`src/sclc_defs.vh`:
```
// Constants for the serial channel line configuration block.
`ifndef SCLC_DEFS_VH
`define SCLC_DEFS_VH

// Indirect register pointers.
`define SCLC_PTR_W        6
`define SCLC_PTR_META     6'h00
`define SCLC_PTR_RXCTL    6'h03
`define SCLC_PTR_MODELO   6'h04
`define SCLC_PTR_TXCTL    6'h05
`define SCLC_PTR_CMD_HI   5
`define SCLC_PTR_CMD_LO   4
`define SCLC_PTR_HI       5
`define SCLC_PTR_LO       0
`define SCLC_RESETA_HI    7
`define SCLC_RESETA_LO    6

// Receiver control fields.
`define SCLC_RX_WIDTH_HI  7
`define SCLC_RX_WIDTH_LO  6
`define SCLC_RX_AUTO      5
`define SCLC_RX_HUNT      4
`define SCLC_RX_CHECK     3
`define SCLC_RX_ADDR      2
`define SCLC_RX_MASK      1
`define SCLC_RX_ON        0

// Lower mode fields.
`define SCLC_MD_DIV_HI    7
`define SCLC_MD_DIV_LO    6
`define SCLC_MD_SYNC_HI   5
`define SCLC_MD_SYNC_LO   4
`define SCLC_MD_STOP_HI   3
`define SCLC_MD_STOP_LO   2
`define SCLC_MD_EVEN      1
`define SCLC_MD_PAR_ON    0

// Transmitter control fields.
`define SCLC_TX_DTR       7
`define SCLC_TX_WIDTH_HI  6
`define SCLC_TX_WIDTH_LO  5
`define SCLC_TX_BREAK     4
`define SCLC_TX_ON        3
`define SCLC_TX_POLY      2
`define SCLC_TX_RTS       1
`define SCLC_TX_CHECK     0

// Field codes.
`define SCLC_WIDTH_5      2'h0
`define SCLC_WIDTH_7      2'h1
`define SCLC_WIDTH_6      2'h2
`define SCLC_WIDTH_8      2'h3
`define SCLC_DIV_1        2'h0
`define SCLC_DIV_16       2'h1
`define SCLC_DIV_32       2'h2
`define SCLC_DIV_64       2'h3
`define SCLC_SYNC_SDLC    2'h2
`define SCLC_STOP_SYNC    2'h0
`define SCLC_STOP_1       2'h1
`define SCLC_STOP_1P5     2'h2
`define SCLC_STOP_2       2'h3

// Decoded values: bit counts, divide ratios, stop length in half bits, polynomials.
`define SCLC_BITS_5       4'h5
`define SCLC_BITS_6       4'h6
`define SCLC_BITS_7       4'h7
`define SCLC_BITS_8       4'h8
`define SCLC_RATIO_1      7'h01
`define SCLC_RATIO_16     7'h10
`define SCLC_RATIO_32     7'h20
`define SCLC_RATIO_64     7'h40
`define SCLC_HALF_0       3'h0
`define SCLC_HALF_2       3'h2
`define SCLC_HALF_3       3'h3
`define SCLC_HALF_4       3'h4
`define SCLC_POLY_CRC16   16'h8005
`define SCLC_POLY_CCITT   16'h1021
`define SCLC_REG_RESET    8'h00

`endif

```
`src/sclc_line_config.v`:
```
// Per-channel line configuration registers with indirect pointer and boundary-timed apply.
//
// Operation
// - receive control bits 7:6 give 5, 7, 6 or 8 receive data bits.
// - receive control bit 5 turns automatic CTS and DCD handshaking on.
// - receive control bit 4 puts the receiver into sync hunt mode.
// - receive control bit 3 enables receive CRC checking.
// - receive control bit 2 enables the address match search.
// - outside SDLC, receive control bit 1 passes sync characters as data, else strips.
// - in SDLC, receive control bit 1 masks address bits for multiple matches.
// - receive control bit 0 enables the receiver.
// - mode bits 7:6 select sampling divide 1, 16, 32 or 64.
// - mode bits 5:4 select 8-bit sync, 16-bit sync, SDLC flag or external sync.
// - mode bits 3:2 select synchronous, 1, 1.5 or 2 stop bits.
// - mode bit 0 enables parity; bit 1 then chooses even, else odd.
// - transmit control bit 7 drives terminal ready pin low when one.
// - transmit control bits 6:5 give 5, 7, 6 or 8 transmit data bits.
// - transmit control bit 4 sends a break on the line.
// - transmit bits: 3 enable, 2 polynomial, 1 request to send, 0 CRC generate.
// - polynomial bit one selects CRC-16, zero selects CCITT.
// - transmitter enable bit one enables the transmitter.
`timescale 1ns/1ps
`include "sclc_defs.vh"

module sclc_line_config (
    // Clock and reset
    input  wire        sys_clk,
    input  wire        resetn,
    input  wire        chanReset,
    // CPU write port
    input  wire        cpuWrite,
    input  wire [7:0]  cpuData,
    // Character boundary status from the serial engines
    input  wire        rxCharIdle,
    input  wire        txCharIdle,
    // Modem input pins, active low
    input  wire        clearToSendN,
    input  wire        carrierDetectN,
    // Modem output pins, active low
    output wire        terminalReadyPinN,
    output wire        requestToSendPinN,
    // Receiver configuration
    output reg  [3:0]  rxCharBits,
    output reg         syncSearchMode,
    output reg         rxCheckEnable,
    output reg         stationAddressSearch,
    output reg         syncAsData,
    output reg         addressMaskMulti,
    output wire        receiverActive,
    // Line framing configuration
    output reg  [6:0]  samplingDivide,
    output reg  [1:0]  syncPatternMode,
    output reg  [2:0]  stopHalfBits,
    output reg         parityOn,
    output reg         parityEven,
    // Transmitter configuration
    output reg  [3:0]  txCharBits,
    output wire        lineBreakSend,
    output wire        transmitterActive,
    output wire [15:0] crcPolynomial,
    output wire        txCheckGenerate,
    // Register pointer status
    output wire [5:0]  regPointer
);

    reg [5:0]  pointer_reg;
    reg [7:0]  receiverControl_reg;
    reg [7:0]  receiverControl_next;
    reg [7:0]  lineModeLow_reg;
    reg [7:0]  lineModeLow_next;
    reg [7:0]  transmitterControl_reg;
    reg [7:0]  transmitterControl_next;
    reg        ctsSync1_reg;
    reg        ctsSync2_reg;
    reg        dcdSync1_reg;
    reg        dcdSync2_reg;
    reg        terminalReadyPinN_reg;
    reg        requestToSendPinN_reg;
    reg        lineBreakSend_reg;
    reg [15:0] crcPolynomial_reg;
    reg        txCheckGenerate_reg;
    reg        transmitterActive_reg;
    reg        receiverActive_reg;

    wire metaWrite;
    wire ptrWrite;
    wire auto_modem_handshake;
    wire sdlcMode;
    wire modeApply;

    // Shared by the receive and transmit width fields.
    function [3:0] charWidth;
        input [1:0] code;
        begin
            case (code)
                `SCLC_WIDTH_5: charWidth = `SCLC_BITS_5;
                `SCLC_WIDTH_7: charWidth = `SCLC_BITS_7;
                `SCLC_WIDTH_6: charWidth = `SCLC_BITS_6;
                default:       charWidth = `SCLC_BITS_8;
            endcase
        end
    endfunction

    function [6:0] divideRatio;
        input [1:0] code;
        begin
            case (code)
                `SCLC_DIV_1:  divideRatio = `SCLC_RATIO_1;
                `SCLC_DIV_16: divideRatio = `SCLC_RATIO_16;
                `SCLC_DIV_32: divideRatio = `SCLC_RATIO_32;
                default:      divideRatio = `SCLC_RATIO_64;
            endcase
        end
    endfunction

    function [2:0] stopLength;
        input [1:0] code;
        begin
            case (code)
                `SCLC_STOP_SYNC: stopLength = `SCLC_HALF_0;
                `SCLC_STOP_1:    stopLength = `SCLC_HALF_2;
                `SCLC_STOP_1P5:  stopLength = `SCLC_HALF_3;
                default:         stopLength = `SCLC_HALF_4;
            endcase
        end
    endfunction

    // A write lands in the meta register while the pointer rests at zero.
    assign metaWrite = cpuWrite && (pointer_reg == `SCLC_PTR_META);
    // Upper pointer bits set mark a channel command, not a pointer.
    assign ptrWrite  = metaWrite &&
                       (cpuData[`SCLC_PTR_CMD_HI:`SCLC_PTR_CMD_LO] == 2'h0);

    // Pointer selects the target of the following write, then falls back to meta.
    always @(posedge sys_clk or negedge resetn) begin
        if (!resetn) begin
            pointer_reg <= `SCLC_PTR_META;
        end else if (chanReset) begin
            pointer_reg <= `SCLC_PTR_META;
        end else if (ptrWrite) begin
            pointer_reg <= cpuData[`SCLC_PTR_HI:`SCLC_PTR_LO];
        end else if (cpuWrite) begin
            pointer_reg <= `SCLC_PTR_META;
        end
    end

    // Next value of each control register; a channel reset wins over a write.
    always @* begin
        receiverControl_next    = receiverControl_reg;
        lineModeLow_next        = lineModeLow_reg;
        transmitterControl_next = transmitterControl_reg;
        if (chanReset) begin
            receiverControl_next    = `SCLC_REG_RESET;
            lineModeLow_next        = `SCLC_REG_RESET;
            transmitterControl_next = `SCLC_REG_RESET;
        end else if (cpuWrite) begin
            if (pointer_reg == `SCLC_PTR_RXCTL) begin
                receiverControl_next = cpuData;
            end
            if (pointer_reg == `SCLC_PTR_MODELO) begin
                lineModeLow_next = cpuData;
            end
            if (pointer_reg == `SCLC_PTR_TXCTL) begin
                transmitterControl_next = cpuData;
            end
        end
    end

    // Write-only control registers.
    always @(posedge sys_clk or negedge resetn) begin
        if (!resetn) begin
            receiverControl_reg    <= `SCLC_REG_RESET;
            lineModeLow_reg        <= `SCLC_REG_RESET;
            transmitterControl_reg <= `SCLC_REG_RESET;
        end else begin
            receiverControl_reg    <= receiverControl_next;
            lineModeLow_reg        <= lineModeLow_next;
            transmitterControl_reg <= transmitterControl_next;
        end
    end

    // Modem inputs come from pins and pass two flip-flops.
    always @(posedge sys_clk or negedge resetn) begin
        if (!resetn) begin
            ctsSync1_reg <= 1'b1;
            ctsSync2_reg <= 1'b1;
            dcdSync1_reg <= 1'b1;
            dcdSync2_reg <= 1'b1;
        end else begin
            ctsSync1_reg <= clearToSendN;
            ctsSync2_reg <= ctsSync1_reg;
            dcdSync1_reg <= carrierDetectN;
            dcdSync2_reg <= dcdSync1_reg;
        end
    end

    // Framing shared by both directions waits until neither has a character in flight.
    assign modeApply = rxCharIdle && txCharIdle;
    assign sdlcMode  = (syncPatternMode == `SCLC_SYNC_SDLC);

    // Receiver settings that shape a character follow the receive boundary.
    always @(posedge sys_clk or negedge resetn) begin
        if (!resetn) begin
            rxCharBits           <= `SCLC_BITS_5;
            syncSearchMode       <= 1'b0;
            rxCheckEnable        <= 1'b0;
            stationAddressSearch <= 1'b0;
            syncAsData           <= 1'b0;
            addressMaskMulti     <= 1'b0;
        end else if (chanReset) begin
            rxCharBits           <= `SCLC_BITS_5;
            syncSearchMode       <= 1'b0;
            rxCheckEnable        <= 1'b0;
            stationAddressSearch <= 1'b0;
            syncAsData           <= 1'b0;
            addressMaskMulti     <= 1'b0;
        end else if (rxCharIdle) begin
            rxCharBits <= charWidth(
                receiverControl_reg[`SCLC_RX_WIDTH_HI:`SCLC_RX_WIDTH_LO]);
            syncSearchMode       <= receiverControl_reg[`SCLC_RX_HUNT];
            rxCheckEnable        <= receiverControl_reg[`SCLC_RX_CHECK];
            stationAddressSearch <= receiverControl_reg[`SCLC_RX_ADDR];
            syncAsData       <= !sdlcMode && receiverControl_reg[`SCLC_RX_MASK];
            addressMaskMulti <= sdlcMode && receiverControl_reg[`SCLC_RX_MASK];
        end
    end

    // Line framing follows the boundary of both directions.
    always @(posedge sys_clk or negedge resetn) begin
        if (!resetn) begin
            samplingDivide  <= `SCLC_RATIO_1;
            syncPatternMode <= 2'h0;
            stopHalfBits    <= `SCLC_HALF_0;
            parityOn        <= 1'b0;
            parityEven      <= 1'b0;
        end else if (chanReset) begin
            samplingDivide  <= `SCLC_RATIO_1;
            syncPatternMode <= 2'h0;
            stopHalfBits    <= `SCLC_HALF_0;
            parityOn        <= 1'b0;
            parityEven      <= 1'b0;
        end else if (modeApply) begin
            samplingDivide <= divideRatio(
                lineModeLow_reg[`SCLC_MD_DIV_HI:`SCLC_MD_DIV_LO]);
            syncPatternMode <= lineModeLow_reg[`SCLC_MD_SYNC_HI:`SCLC_MD_SYNC_LO];
            stopHalfBits <= stopLength(
                lineModeLow_reg[`SCLC_MD_STOP_HI:`SCLC_MD_STOP_LO]);
            parityOn   <= lineModeLow_reg[`SCLC_MD_PAR_ON];
            parityEven <= lineModeLow_reg[`SCLC_MD_EVEN];
        end
    end

    // Transmit width follows the transmit boundary.
    always @(posedge sys_clk or negedge resetn) begin
        if (!resetn) begin
            txCharBits <= `SCLC_BITS_5;
        end else if (chanReset) begin
            txCharBits <= `SCLC_BITS_5;
        end else if (txCharIdle) begin
            txCharBits <= charWidth(
                transmitterControl_reg[`SCLC_TX_WIDTH_HI:`SCLC_TX_WIDTH_LO]);
        end
    end

    // Auto handshake gates the transmitter on CTS and the receiver on DCD.
    assign auto_modem_handshake = receiverControl_next[`SCLC_RX_AUTO];

    // Enables, break and modem lines act at once and do not reshape a character. They load
    // from the next register value, so they change at the same edge as the register.
    always @(posedge sys_clk or negedge resetn) begin
        if (!resetn) begin
            terminalReadyPinN_reg <= 1'b1;
            requestToSendPinN_reg <= 1'b1;
            lineBreakSend_reg     <= 1'b0;
            crcPolynomial_reg     <= `SCLC_POLY_CCITT;
            txCheckGenerate_reg   <= 1'b0;
            transmitterActive_reg <= 1'b0;
            receiverActive_reg    <= 1'b0;
        end else begin
            terminalReadyPinN_reg <= !transmitterControl_next[`SCLC_TX_DTR];
            requestToSendPinN_reg <= !transmitterControl_next[`SCLC_TX_RTS];
            lineBreakSend_reg     <= transmitterControl_next[`SCLC_TX_BREAK];
            crcPolynomial_reg     <= transmitterControl_next[`SCLC_TX_POLY] ?
                                     `SCLC_POLY_CRC16 : `SCLC_POLY_CCITT;
            txCheckGenerate_reg   <= transmitterControl_next[`SCLC_TX_CHECK];
            transmitterActive_reg <= transmitterControl_next[`SCLC_TX_ON] &&
                                     (!auto_modem_handshake || !ctsSync2_reg);
            receiverActive_reg    <= receiverControl_next[`SCLC_RX_ON] &&
                                     (!auto_modem_handshake || !dcdSync2_reg);
        end
    end

    assign terminalReadyPinN = terminalReadyPinN_reg;
    assign requestToSendPinN = requestToSendPinN_reg;
    assign lineBreakSend     = lineBreakSend_reg;
    assign crcPolynomial     = crcPolynomial_reg;
    assign txCheckGenerate   = txCheckGenerate_reg;
    assign transmitterActive = transmitterActive_reg;
    assign receiverActive    = receiverActive_reg;
    assign regPointer        = pointer_reg;

endmodule // sclc_line_config

```
`config.mk`:
```
export PLATFORM = sky130hd
export DESIGN_NAME = sclc_line_config
export DESIGN_NICKNAME = d
export VERILOG_FILES = /design/src/sclc_line_config.v
export VERILOG_INCLUDE_DIRS = /design/src
export SDC_FILE = /design/constraint.sdc
export NUM_CORES = 1
export LEC_CHECK = 0
export BUFFER_PORTS_ARGS = -buffer_cell sky130_fd_sc_hd__buf_2
export CAP_MARGIN = 20
export CELL_PAD_IN_SITES_DETAIL_PLACEMENT = 1
export CELL_PAD_IN_SITES_GLOBAL_PLACEMENT = 1
export CORE_AREA = 3 3 90 92
export CTS_BUF_LIST = sky130_fd_sc_hd__clkbuf_4
export DETAILED_ROUTE_END_ITERATION = 10
export DIE_AREA = 0 0 93 95
export GPL_ROUTABILITY_DRIVEN = 0
export PLACE_DENSITY = 0.88
export SETUP_SLACK_MARGIN = 0.5
export SYNTH_ARGS = -nofsm -noshare
export SYNTH_HDL_FRONTEND = slang
export SYNTH_SLANG_ARGS = --single-unit
```
`constraint.sdc`:
```
create_clock -name sys_clk -period 1.5 [get_ports sys_clk]
set_input_delay 0.075 -clock sys_clk [delete_from_list [all_inputs] [get_ports sys_clk]]
set_output_delay 0.075 -clock sys_clk [all_outputs]
set_load 0.05 [all_outputs]
```
### Yosys cells after proc, flatten, opt, wreduce, memory -nomap -nowiden

Index checks and enable logic that the tools add are counted.

* output and inout port bits: 55
* RAM bits: 0
* bits in latches: 0
* logic and storage cells: 114
* memory bits (read-only): 0
* memories kept: 0
* bits of input ports: 16
* register bits after elaboration: 83

* mux-type cells: 41
* magnitude comparators: 0
* equal/unequal tests: 12
* div/mod/pow operators: 0
* shift operators: 0
* multipliers: 0
* bitwise gates (word level): 0
* add/subtract/negate cells: 0
* reduce and logical (&&, ||, !) cells: 32

Operator list (number)
* $mux 8: 9
* $pmux 4 s3: 2
* $pmux 7 s3: 1
* $mux 6: 3
* $mux 16: 1
* $mux 4: 4
* $mux 1: 14
* $mux 7: 2
* $reduce_bool 2->1: 7
* $eq 6x3->1 const B: 2
* $eq 2x2->1 const B: 5
* $logic_not 2->1: 5
* $pmux 3 s3: 1
* $eq 2x1->1 const B: 4
* $logic_and 1x1->1: 7
* $eq 6x2->1 const B: 1
* $logic_not 1->1: 6
* $logic_not 6->1: 1
* $mux 3: 2
* $reduce_and 2->1: 3
* $mux 2: 2
* $reduce_bool 3->1: 1
* $logic_or 1x1->1: 2

### Longest topological paths before layout

* depth after elaboration: 7
* mapped depth: 5
* mapped depth without buffers: 5

### Least setup slack after synthesis

No wires, ideal clock.

* path kind: reg-to-reg
* start point: register pointer_reg[3], in the netlist regPointer[3]
* end point: register transmitterActive_reg, in the netlist transmitterActive
* period minus slack after synthesis: 1.883 ns
* setup slack: -0.383 ns
* stages on the path, launching flop included: 6
* path buffers: 1
* arrival time: 1.796 ns
* setup time: 0.087 ns
* cells stage by stage: dfrtp_1 nor4_1 and4_1 buf_4 mux2_4 a211oi_2

* longest elaborated chain between the ends: 7
* elaborated cells between the ends (all ways): 11
* classes of those cells: 2 x eq/ne; 6 x mux; 3 x reduce/logical

RTL lines
* start, declared: RTL line sclc_line_config.v:66 `reg [5:0] pointer_reg;`
* start signal, assigned: RTL line sclc_line_config.v:137 `` pointer_reg <= `SCLC_PTR_META; ``
* start signal, assigned: RTL line sclc_line_config.v:139 `` pointer_reg <= `SCLC_PTR_META; ``
* start signal, assigned: RTL line sclc_line_config.v:141 `` pointer_reg <= cpuData[`SCLC_PTR_HI:`SCLC_PTR_LO]; ``
* $eq 6x2->1 (no line)
* $mux 8: RTL line sclc_line_config.v:157 `` if (pointer_reg == `SCLC_PTR_RXCTL) begin ``
* $mux 8: RTL line sclc_line_config.v:156 `end else if (cpuWrite) begin`
* $mux 8: RTL line sclc_line_config.v:152 `if (chanReset) begin`
* $logic_not 1->1: RTL line sclc_line_config.v:287 `(!auto_modem_handshake || !ctsSync2_reg);`
* $logic_or 1x1->1: RTL line sclc_line_config.v:287
* $logic_and 1x1->1 (*): RTL line sclc_line_config.v:286 `` transmitterActive_reg <= transmitterControl_next[`SCLC_TX_ON] && ``
* end signal, assigned: RTL line sclc_line_config.v:286
* end, declared: RTL line sclc_line_config.v:82 `reg transmitterActive_reg;`

Mark *: on every way between the ends. The rest lies on a longest branch, timed or not. The select of a mux whose other input is x is not followed.
A chain may end at the register's enable or synchronous reset.

### Worst setup path after layout

* start point: register pointer_reg[5], in the netlist regPointer[5]
* end point: register transmitterControl_reg[5]

* longest elaborated chain between the ends: 3

RTL lines
* $eq 6x3->1 (no line)
* $reduce_bool 2->1 (no line)
* $reduce_and 2->1 (no line)
* end signal, assigned: RTL line sclc_line_config.v:174 `` transmitterControl_reg <= `SCLC_REG_RESET; ``
* end signal, assigned: RTL line sclc_line_config.v:178 `transmitterControl_reg <= transmitterControl_next;`
* end, declared: RTL line sclc_line_config.v:71 `reg [7:0] transmitterControl_reg;`

No other way between the ends.

==> flow_summary.toml <==
[die]
die_w_um = 93
rows = 31
core_area_um2 = 7290
dieArea_um2 = 8840
dieHeight_um = 95
start_util_pct = 38.3
io_pins = 71

[global_routing]
grt_start_max_net_pins = 64
grt_antenna_before_repair = 0
gr-usage-met2_pct = 34.3
grt_use_total_pct = 19.2
top_usage_layer = "met2"
grt_pass1_vias = 2417
grt_overflow = 0
use_met1_pct = 22.5
grt_pass1_wl_um = 12800
grt_use_met3_pct = 3.75

[placement]
portBuffers = 55
placed_area_um2 = 3210
place_hpwl_um = 4570

[sta]
fin_crit_ns = 1.68
rsz0062_at_grt = "yes"
fin_ws_ns = -0.177
finalSetupTns_ns = -2.54
fmax_ghz = 0.596
maxSlewViolCount = 0
final-setup-viol-count = 24
worst_slew_pin_slew_ns = 0.547
finalHoldViolCount = 0
holdWs_ns = 0.0469
slew_headroom_pct = 63.5
finClkSkew_ns = 0.0144
finalCritPeriodShare_pct = 112

[routing]
routed_wl_um = 8610
via_per_inst = 4.82
ant_nets = 0
vias = 2295
drtIter0Drc = 82
drc_errors = 0
dr.pass1.iters = 4
wire_per_inst_um = 18.1

[worst_setup_path]
required_ns = 1.77
crit_chain = "nor4b_4 -> and4b_2 -> buf_12 -> mux2i_1 -> nor2_1"
crit_path_max_incr_delay_ns = 0.46
crit_type = "flip-flop to flip-flop"
path_max_fanout = 7
slowest_stage = "dfrtp_2"
arrival_ns = 1.94
r2r_setup_slack_ns = -0.18
critPathTopFamily = "simple AND/OR/NAND/NOR gates"
crit_path_end_kind = "flip-flop"
startpoint_type = "flip-flop"
critical_path_buf_inv_count = 1

[final_layout]
nNetsFinal = 396
layout_common_cells = "dfrtp_1, buf_6, nor2_1, buf_4, mux2i_1"
layout_commonest_cell = "dfrtp_1"
drive_gt1_share_pct = 49.1
fill_cells = 766
diodes = 0
fin_area_um2 = 4410
final_core_util_pct = 60.5
area_growth_pct = 57.9

[synthesis]
synthFlopType = "dfrtp_1"
synth_top_area_share_pct = 45.6
yosysUniqueCellTypes = 32
ys_seq_area_share_pct = 56.9
synth_cells = 255
synth_edf_count = 0
yosysWarnings = 0
ys_ff_latch = 63
synth.avg_cell_area_um2 = 11.0
async_flop_share_pct = 100
synth_top_area_cell = "dfrtp_1"
synthTopCellsByArea = "dfrtp_1, dfstp_2, mux2i_1"
synthesis.area_um2 = 2800

[cts]
clock_path_buffers = 2
root_buffer = "clkbuf_4"
insertion_delay_ns = 0.41
clkTransAtPathRegs_ns = 0.11
cts_buffers = 9
clkSinkCount = 63
cts_tree = "done"
htreeDepth = 3

[min_path]
hold_class = "primary input to flip-flop"

[flow_run]
maxCapViolCount = 0

[status]
status = "finished, violations left"
violations = "setup timing"

[power]
finalPower_w = 0.00325
leakage_nw = 2.04
irDropWorstVdd_v = 0.000471
p_per_area_nw_per_um2 = 736
worst min-delay path: cells and delay by family:
family / cells / cell delay, ns
and+or+nand+nor: 1 / 0.05
buffers and inverters: 1 / 0.16
AOI/OAI and AO/OA: 1 / 0.14
what timing repair did:
item / 4_1_cts / 5_1_grt
setup buffers: 20 / 20
hold endpoints to repair: 80 / 1
pin swaps: 16 / 16
setup endpoints to repair: 77 / 92
resized for setup: 127 / 42
hold buffers: 13 / 1
worst paths after layout:
check | start | endpoint | cells after the start
worst max register to register | regPointer[5]$_DFFE_PN0P_ | transmitterControl_reg[5]$_DFFE_PN0P_ | 5
min in group asynchronous | resetn | regPointer[5]$_DFFE_PN0P_ | 3
worst min-delay path | cpuData[3] | regPointer[3]$_DFFE_PN0P_ | 3
worst min register to register | ctsSync1_reg$_DFF_PN1_ | ctsSync2_reg$_DFF_PN1_ | 0
worst max-delay path | regPointer[5]$_DFFE_PN0P_ | transmitterControl_reg[5]$_DFFE_PN0P_ | 5
max in group asynchronous | resetn | terminalReadyPinN$_DFF_PN1_ | 3
layer usage:
layer / part of all wire (%) / vias up
met5: 0 / -
met1: 39 / 1167
met2: 55 / 64
li1: - / 1050
met4: 1.8 / 0
met3: 3.9 / 14
through the flow:
| stage | setup WS, ns | std cells |
|---|---|---|
| 3_3_place_gp | -0.0794 | 406 |
| 3_5_place_dp | -0.165 | 406 |
| 6_report | -0.177 | 476 |
| 4_1_cts | -0.130 | 455 |
| 5_1_grt | -0.259 | 476 |
| 2_1_floorplan | -0.243 | 268 |
where the power goes:
part	total (W)	internal [W]	switching [W]
logic	0.000375	0.000116	0.000258
registers	0.00174	0.00172	0.0000152
clock network	0.00114	0.000506	0.000632
cell families (layout without fill, tap and decap cells):
| kind of cell | count (synthesis) | in the layout | synth area share [%] |
|---|---|---|---|
| AOI/OAI and AO/OA | 27 | 27 | 5.41 |
| adders and majority gates | 8 | 8 | 3.58 |
| buffers and inverters | 36 | 145 | 7.65 |
| DFF | 63 | 63 | 56.9 |
| muxes | 29 | 29 | 10.6 |
| other | 2 | 15 | 0.269 |
| and+or+nand+nor | 90 | 90 | 15.6 |
cell usage after synthesis, types with 2 or more instances:
master	count
a21oi_1	21
o31ai_1	2
clkbuf_1	8
nor3b_1	3
inv_1	7
dfstp_2	12
nand2b_1	7
ha_1	8
or2_1	3
nor2b_1	4
nand3b_1	3
buf_4	19
nor2_1	38
o21ai_0	2
conb_1	2
dfrtp_1	51
mux2i_1	28
nand3_1	3
nand2_1	21
final cells by class:
cell class                      count  area (um^2)  share of cell area (%)
Sequential cell                    63         1600                    36.3
Timing Repair Buffer              122         1230                    27.9
Clock buffer                       10         75.1                    1.70
Tap cell                           99          124                    2.81
Inverter                            7         26.3                   0.595
Multi-Input combinational cell    169         1310                    29.6
Clock inverter                      6         51.3                    1.16
(Power assumes the default switching activity.)
